<file path="src/ifh_pkg.sv">
`default_nettype none
package ifh_pkg;

  // Register bus geometry
  localparam int ADDR_W = 16;
  localparam int DATA_W = 8;

  // Register offsets
  localparam logic [15:0] OFF_FLAG_CLR = 16'h0010;
  localparam logic [15:0] OFF_FLAGS    = 16'h0011;
  localparam logic [15:0] OFF_ENABLES  = 16'h0012;
  localparam logic [15:0] OFF_IN_DATA  = 16'h0014;
  localparam logic [15:0] OFF_OUT_DATA = 16'h0015;
  localparam logic [15:0] OFF_PIN_CTRL = 16'h0016;
  localparam logic [15:0] OFF_CPU_STAT = 16'h0017;

  // Flag and enable bit positions
  localparam int FB_RISE    = 0;
  localparam int FB_FALL    = 1;
  localparam int FB_IN_FULL = 2;
  localparam int FB_OUT_FUL = 3;
  localparam int FB_IN_READ = 4;
  localparam int FB_CNT_OVF = 5;
  localparam int NUM_FLAGS  = 6;

  // Flags that software may clear through the bit-clear path
  localparam logic [5:0] SW_CLR_MASK = 6'h23;
  // Sources that also drive the host interrupt
  localparam logic [5:0] HOST_MASK   = 6'h18;

  // Reset values
  localparam logic [5:0] FLAGS_RST   = 6'h10;
  localparam logic [5:0] ENABLES_RST = 6'h00;
  localparam logic [7:0] DATA_RST    = 8'h00;
  localparam logic [7:0] CLR_RD_VAL  = 8'hff;

  // Pin control register fields
  localparam int PC_SEL_BIT  = 5;
  localparam int PC_DATA_BIT = 6;

  // Host status fields and CPU status fields
  localparam int HS_OUT_FULL = 0;
  localparam int HS_IN_FULL  = 1;
  localparam int CS_MASK     = 0;
  localparam int CS_BREAK    = 1;

  typedef struct packed {
    logic [15:0] addr;
    logic [7:0]  wdata;
    logic        wr;
    logic        rd;
  } ifh_bus_req_t;

  typedef struct packed {
    logic       rs;
    logic       wr;
    logic       rd;
    logic [7:0] wdata;
  } ifh_host_req_t;

endpackage
`default_nettype wire

</file>
<file path="src/ifh_irq_ctrl.sv">
`timescale 1ns/1ps
`default_nettype none

module ifh_irq_ctrl
(
  // Clock and reset
  input  wire logic                 core_clk,
  input  wire logic                 reset_n,
  // Internal register bus
  input  wire ifh_pkg::ifh_bus_req_t bus_req,
  output var  logic [7:0]           bus_rdata_q,
  // Host data port
  input  wire ifh_pkg::ifh_host_req_t host_req,
  output var  logic [7:0]           host_rdata_q,
  // Event sources
  input  wire logic                 port_a_line0,
  input  wire logic                 port_a_line1,
  input  wire logic                 counter_ovf,
  // CPU sequencing hooks
  input  wire logic                 mask_set,
  input  wire logic                 mask_clr,
  input  wire logic                 soft_break_op,
  input  wire logic                 insn_boundary,
  // CPU interrupt outputs
  output var  logic                 cpu_irq_n_q,
  output var  logic                 svc_entry_q,
  output var  logic                 break_flag_q,
  // Port C line 6 pin
  input  wire logic                 port_c_line6_i,
  output var  logic                 port_c_line6_o_q,
  output var  logic                 port_c_line6_oe_q
);
  import ifh_pkg::*;

  // Address match used by the strobe and write decodes below; the read data mux uses a case
  function automatic logic hit(input logic [15:0] a,
                               input logic [15:0] off);
    hit = (a == off);
  endfunction

  logic [5:0] flags_q;
  logic [5:0] flags_d;
  logic [5:0] enables_q;
  logic [5:0] clr_snap_q;
  logic [7:0] in_data_q;
  logic [7:0] out_data_q;
  logic       in_full_q;
  logic       out_full_q;
  logic       pin_sel_q;
  logic       pin_data_q;
  logic       mask_q;
  logic       pa0_q;
  logic       pa1_q;
  logic [5:0] set_ev;
  logic [5:0] clr_ev;
  logic [5:0] pend;
  logic       take_hw;
  logic       cpu_rd_in;
  logic       cpu_wr_out;
  logic       host_wr_in;
  logic       host_rd_out;
  logic       host_rd_stat;
  logic       host_pend;

  // Decoded strobes
  assign cpu_rd_in    = bus_req.rd && hit(bus_req.addr, OFF_IN_DATA);
  assign cpu_wr_out   = bus_req.wr && hit(bus_req.addr, OFF_OUT_DATA);
  assign host_wr_in   = host_req.wr;
  assign host_rd_out  = host_req.rd && !host_req.rs;
  assign host_rd_stat = host_req.rd && host_req.rs;

  // Previous pin levels for edge detection
  always_ff @(posedge core_clk or negedge reset_n)
  begin
    if (!reset_n)
    begin
      pa0_q <= 1'b0;
      pa1_q <= 1'b1;
    end
    else
    begin
      pa0_q <= port_a_line0;
      pa1_q <= port_a_line1;
    end
  end

  // Flag set and clear events
  always_comb
  begin
    set_ev = '0;
    clr_ev = '0;
    set_ev[FB_RISE]    = port_a_line0 && !pa0_q;
    set_ev[FB_FALL]    = !port_a_line1 && pa1_q;
    set_ev[FB_IN_FULL] = host_wr_in;
    set_ev[FB_OUT_FUL] = cpu_wr_out;
    set_ev[FB_IN_READ] = cpu_rd_in;
    set_ev[FB_CNT_OVF] = counter_ovf;
    clr_ev[FB_IN_FULL] = cpu_rd_in;
    clr_ev[FB_OUT_FUL] = host_rd_out;
    clr_ev[FB_IN_READ] = host_rd_stat;
    // Only bits seen set at the clear read may be cleared; a flag
    // that rises between the two cycles stays pending
    if (bus_req.wr && hit(bus_req.addr, OFF_FLAGS))
    begin
      clr_ev = clr_ev
        | (~bus_req.wdata[5:0] & clr_snap_q & SW_CLR_MASK);
    end
  end

  // New events win over a clear in the same cycle
  assign flags_d = (flags_q & ~clr_ev) | set_ev;

  always_ff @(posedge core_clk or negedge reset_n)
  begin
    if (!reset_n)
      flags_q <= FLAGS_RST;
    else
      flags_q <= flags_d;
  end

  // Snapshot of flags taken on the read half of a bit clear
  always_ff @(posedge core_clk or negedge reset_n)
  begin
    if (!reset_n)
      clr_snap_q <= '0;
    else if (bus_req.rd && hit(bus_req.addr, OFF_FLAG_CLR))
      clr_snap_q <= flags_q;
  end

  // Enable register
  always_ff @(posedge core_clk or negedge reset_n)
  begin
    if (!reset_n)
      enables_q <= ENABLES_RST;
    else if (bus_req.wr && hit(bus_req.addr, OFF_ENABLES))
      enables_q <= bus_req.wdata[5:0];
  end

  // Data registers and host-visible full flags
  always_ff @(posedge core_clk or negedge reset_n)
  begin
    if (!reset_n)
    begin
      in_data_q  <= DATA_RST;
      out_data_q <= DATA_RST;
    end
    else
    begin
      if (host_wr_in)
        in_data_q <= host_req.wdata;
      if (cpu_wr_out)
        out_data_q <= bus_req.wdata;
    end
  end

  // Set wins over clear for both full flags
  always_ff @(posedge core_clk or negedge reset_n)
  begin
    if (!reset_n)
    begin
      in_full_q  <= 1'b0;
      out_full_q <= 1'b0;
    end
    else
    begin
      in_full_q  <= host_wr_in || (in_full_q && !cpu_rd_in);
      out_full_q <= cpu_wr_out
                 || (out_full_q && !host_rd_out);
    end
  end

  // Pin control register
  always_ff @(posedge core_clk or negedge reset_n)
  begin
    if (!reset_n)
    begin
      pin_sel_q  <= 1'b0;
      pin_data_q <= 1'b1;
    end
    else if (bus_req.wr && hit(bus_req.addr, OFF_PIN_CTRL))
    begin
      pin_sel_q  <= bus_req.wdata[PC_SEL_BIT];
      pin_data_q <= bus_req.wdata[PC_DATA_BIT];
    end
  end

  // Pending enabled conditions, from next flag state for no lag
  assign pend      = flags_d & enables_q;
  assign host_pend = |(pend & HOST_MASK);

  // CPU request stays low until every enabled flag is cleared
  always_ff @(posedge core_clk or negedge reset_n)
  begin
    if (!reset_n)
      cpu_irq_n_q <= 1'b1;
    else
      cpu_irq_n_q <= ~|pend;
  end

  // Port C line 6: open pull-down port bit or driven host interrupt
  always_ff @(posedge core_clk or negedge reset_n)
  begin
    if (!reset_n)
    begin
      port_c_line6_o_q  <= 1'b1;
      port_c_line6_oe_q <= 1'b0;
    end
    else if (pin_sel_q)
    begin
      port_c_line6_o_q  <= ~host_pend;
      port_c_line6_oe_q <= 1'b1;
    end
    else
    begin
      port_c_line6_o_q  <= 1'b0;
      port_c_line6_oe_q <= ~pin_data_q;
    end
  end

  // Interrupt mask; entry also masks further requests
  assign take_hw = !cpu_irq_n_q && !mask_q && insn_boundary;

  always_ff @(posedge core_clk or negedge reset_n)
  begin
    if (!reset_n)
      mask_q <= 1'b1;
    else if (mask_set || take_hw || soft_break_op)
      mask_q <= 1'b1;
    else if (mask_clr)
      mask_q <= 1'b0;
  end

  // Service entry pulse and break flag
  always_ff @(posedge core_clk or negedge reset_n)
  begin
    if (!reset_n)
    begin
      svc_entry_q  <= 1'b0;
      break_flag_q <= 1'b0;
    end
    else
    begin
      svc_entry_q <= soft_break_op || take_hw;
      if (soft_break_op)
        break_flag_q <= 1'b1;
      else if (take_hw)
        break_flag_q <= 1'b0;
    end
  end

  // Register read data, one cycle after the strobe
  always_ff @(posedge core_clk or negedge reset_n)
  begin
    if (!reset_n)
      bus_rdata_q <= '0;
    else if (bus_req.rd)
    begin
      case (bus_req.addr)
        OFF_FLAG_CLR: bus_rdata_q <= CLR_RD_VAL;
        OFF_FLAGS:    bus_rdata_q <= {2'b00, flags_q};
        OFF_ENABLES:  bus_rdata_q <= {2'b00, enables_q};
        OFF_IN_DATA:  bus_rdata_q <= in_data_q;
        OFF_OUT_DATA: bus_rdata_q <= out_data_q;
        OFF_PIN_CTRL: bus_rdata_q <= {1'b0, port_c_line6_i,
                                      pin_sel_q, 5'h00};
        OFF_CPU_STAT: bus_rdata_q <= {6'h00, break_flag_q, mask_q};
        default:      bus_rdata_q <= '0;
      endcase
    end
    else
      bus_rdata_q <= '0;
  end

  // Host read data: output register or status flags
  always_ff @(posedge core_clk or negedge reset_n)
  begin
    if (!reset_n)
      host_rdata_q <= '0;
    else if (host_rd_out)
      host_rdata_q <= out_data_q;
    else if (host_rd_stat)
      host_rdata_q <= {6'h00, in_full_q, out_full_q};
    else
      host_rdata_q <= '0;
  end

endmodule
`default_nettype wire

</file>
<file path="config.mk">
export PLATFORM = sky130hd
export DESIGN_NAME = ifh_irq_ctrl
export DESIGN_NICKNAME = d
export VERILOG_FILES = /design/src/ifh_pkg.sv /design/src/ifh_irq_ctrl.sv
export SDC_FILE = /design/constraint.sdc
export NUM_CORES = 1
export LEC_CHECK = 0
export ABC_CLOCK_PERIOD_IN_PS = 3300
export BUFFER_PORTS_ARGS = -buffer_cell sky130_fd_sc_hd__clkbuf_2
export CAP_MARGIN = 20
export CORE_AREA = 2 2 72 74
export DETAILED_ROUTE_END_ITERATION = 8
export DIE_AREA = 0 0 74 76
export PLACE_DENSITY = 0.93
export SETUP_SLACK_MARGIN = 0.05
export SLEW_MARGIN = 20
export SYNTH_ARGS = -nofsm -noshare
export SYNTH_HDL_FRONTEND = slang
export SYNTH_SLANG_ARGS = --single-unit
</file>
<file path="constraint.sdc">
create_clock -name core_clk -period 3.3 [get_ports core_clk]
set_input_delay 0.495 -clock core_clk [delete_from_list [all_inputs] [get_ports core_clk]]
set_output_delay 0.495 -clock core_clk [all_outputs]
set_load 0.02 [all_outputs]
</file>
==> out/results.md <==
## Run status
- **run status** finished, final reports clean

## Critical path
- **dominant delay contributor by cell family on the critical path** simple AND/OR/NAND/NOR gates
- **Buffers & Inverters on Critical Path** 1
- **slowest cell delay on critical path** 0.40 ns
- **crit-path cells** clkbuf_2, nor2b_1, nand2_1, nor4_1, o32ai_1, nor4_1
- **Critical Path Source Type** primary input
- **Worst Setup Path Type** primary input to flop
- **signal arrival time at the worst endpoint** 2.34 ns
- **CP dominant cell by count** sky130_fd_sc_hd__nor4_1
- **highest fanout seen on the critical path** 27
- **endpoint class of the critical path** flop
- **WP data required** 3.53 ns
- **cell with the biggest individual delay on the critical path** sky130_fd_sc_hd__clkbuf_2

## Global route
- **total congestion overflow after global routing** 0
- **Global Route Usage Sum** 0.245
- **largest net degree at the start of global routing** 47
- **global-route wire length before repair** 10.2 mm
- **antenna violations before repair** 0
- **vias in the first global route** 2078

## Timing
- **setup repair after global routing missed its margin** false
- **Clock Skews** 0.0104 ns
- **crit share post-route** 0.639
- **Pins Over Slew Limit** 0
- **endpoints failing hold** 0
- **total of endpoints with negative setup slack in the final report** 0
- **Max Clk Rate** 474 MHz
- **Relative slew margins** 0.486
- **Worst Tran Pin Value** 0.767 ns
- **final-layout setup total negative slack** 0 ns
- **crit path time final** 2.11 ns

## Route
- **highest metal layer used by the detailed router** met4
- **Routed met1 length** 2.57 mm
- **final routed DRC violation total** 0
- **Via-to-Cell Ratio** 5.69
- **met3 wire len** 531 microns
- **total wire length** 6.26 mm
- **routed wire length on met2** 3.01 mm
- **post-route ant nets** 0
- **initial DRC count** 220
- **drt wl/cell** 16.7 microns
- **total vias in the final route** 2133
- **drt pass-1 iters** 4

## Power and ir drop
- **leakage power** 1.57 nW
- **power after layout** 0.00152 W
- **Worst IR Drop VDD** 0.000259 V
- **power per cell area** 458 nW/um^2

## Floorplanning
- **die height** 76 microns
- **num ports** 68
- **Core Rows** 26
- **DIE AREA** 5620 sq um
- **horizontal extent of the die** 74 microns
- **initial core utilization** 0.551
- **core region area** 4910 sq um

## Clocking
- **CTS Hold Bufs** 0
- **number of buffers inserted by post-CTS setup repair** 0
- **CTS Buf Count** 9
- **Gates resized, CTS repair** 0
- **Root Buffer Master** sky130_fd_sc_hd__clkbuf_8
- **Worst-Skew Late Latency** 0.35 ns
- **total clock sinks** 59
- **CTS max path bufs** 2
- **clock input transition at the sequential cells of the worst setup and hold paths** 0.07 ns
- **number of levels the H-tree was split into** 3
- **clock tree from TritonCTS** yes

## Logic synthesis
- **synthesized instance count** 228
- **Post-synth EDFFs** 0
- **number of library cell types mapped by synthesis** 49
- **average footprint of a synthesized cell** 11.9 sq um
- **ranking of synthesized cells by instance count** 53 x sky130_fd_sc_hd__dfrtp_1, 23 x sky130_fd_sc_hd__mux2_2, 14 x sky130_fd_sc_hd__nand2_1
- **portion of the post-synthesis area used by sequential elements** 0.548
- **Post-Syn Nets** 275
- **mapped cell area** 2710 sq um
- **ranking of synthesized cells by area** sky130_fd_sc_hd__dfrtp_1 49%, sky130_fd_sc_hd__mux2_2 9.6%, sky130_fd_sc_hd__dfstp_2 5.8%
- **cell with the most instances after synthesis** sky130_fd_sc_hd__dfrtp_1
- **area share of the leading cell type in the synthesized netlist** 0.490
- **fraction of registers with async set/reset** 1.00
- **largest area contributor in the synthesized netlist** sky130_fd_sc_hd__dfrtp_1
- **total of flip-flops plus latches after synthesis** 59
- **ys flop type** sky130_fd_sc_hd__dfrtp_1
- **number of synthesis warnings** 0

## Placement
- **detailed placement HPWL** 4.48 mm
- **final weighted congestion in routability-driven placement** 0.888
- **number of port buffers** 67

## Finish
- **NumNets Final** 347
- **fraction of final layout cells with drive strength greater than 1** 0.416
- **number of antenna repair diodes** 0
- **Fillers** 353
- **fraction of the core area covered by cells at the end of the flow** 0.674
- **area grow syn2layout** 22.3%

## Job
- **max_cap viols** 0

## Min path
- **Tightest Hold Check Type** primary input to async pin

## routing by layer
| metal | vias to the layer above | GRT usage |
|---|---|---|
| met3 | 13 | 0.0608 |
| met1 | 1025 | 0.337 |
| met4 | 0 | 0.113 |
| met2 | 125 | 0.362 |
| li1 | 970 | - |
| met5 | - | 0 |
## power by group
| group | internal (W) | switching (W) |
|---|---|---|
| Sequential | 0.000738 | 0.00000764 |
| Clock | 0.000351 | 0.000314 |
| Combinational | 0.0000462 | 0.0000620 |
| Total | 0.00114 | 0.000383 |
## sequential cells by signal, indices dropped and copies added, names as in the netlist, 3 cells and up
register,flops
flags_q,6
in_data_q,8
host_rdata_q,8
out_data_q,8
clr_snap_q,3
bus_rdata_q,8
enables_q,6
## worst paths after layout
path	slack (ns)	cells after the start	startpoint	end
max reg2reg	1.94	3	enables_q[4]$_DFFE_PN0P_	cpu_irq_n_q$_DFF_PN1_
max in group asynchronous	2.53	2	reset_n	port_c_line6_o_q$_DFF_PN1_
max	1.19	6	bus_req[10]	cpu_irq_n_q$_DFF_PN1_
min	0.14	1	reset_n	flags_q[1]$_DFF_PN0_
min in group core_clk	0.24	1	port_a_line1	pa1_q$_DFF_PN1_
min reg2reg	0.44	1	pin_data_q$_DFFE_PN1P_	port_c_line6_oe_q$_DFF_PN0_
## cell usage in the layout, fill, tap and decap left out, drive strengths merged, types with 2 or more instances in the layout
master     n
clkbuf    75
dfrtp     53
mux2      24
nand2     14
inv       14
nor2      11
o21ai      8
nand2b     7
a31oi      7
a21oi      7
nand3      7
and2       7
nor2b      6
a21o       6
dfstp      6
nor3b      5
a221oi     4
mux2i      4
clkinvlp   4
buf        4
nor4       4
o21bai     3
nand4b     2
a211oi     2
o22ai      2
a32oi      2
and4       2
## kinds of logic (layout without fill, tap and decap cells)
logic type | after synthesis | in the layout | synth area share
compound gates | 48 | 48 | 0.123
buf+inv | 22 | 99 | 0.0346
flops | 59 | 59 | 0.548
mux | 28 | 28 | 0.115
simple gates | 71 | 71 | 0.180
## worst register-to-register path: cells and delay by family (launching register included)
family           cells  cell delay [ns]
AND/OR/NAND/NOR      1             0.37
AO/OA/AOI/OAI        2             0.43
flip-flops           1             0.44
## area by class of cell
type / count / area [sq um] / share of cell area
clock buffer: 9 / 124 / 0.0374
clock inverter: 7 / 77.6 / 0.0234
inverter: 13 / 48.8 / 0.0147
multi-input combinational: 147 / 1130 / 0.341
sequential: 59 / 1480 / 0.448
tap: 70 / 87.6 / 0.0264
timing repair buffer: 70 / 360 / 0.109
## metrics by stage
step / cells / worst slack, ns / instance area (sq um) / hold slack (ns)
after detailed placement: 359 / 0.969 / 3110 / 0.435
after CTS: 375 / 1.28 / 3310 / 0.230
after floorplan: 228 / 1.41 / 2710 / 0.199
after global placement: 359 / 1.06 / 3110 / 0.438
after global routing: 375 / 1.10 / 3310 / 0.186
final: 375 / 1.19 / 3310 / 0.142
Power figures use the tool's default switching activity.
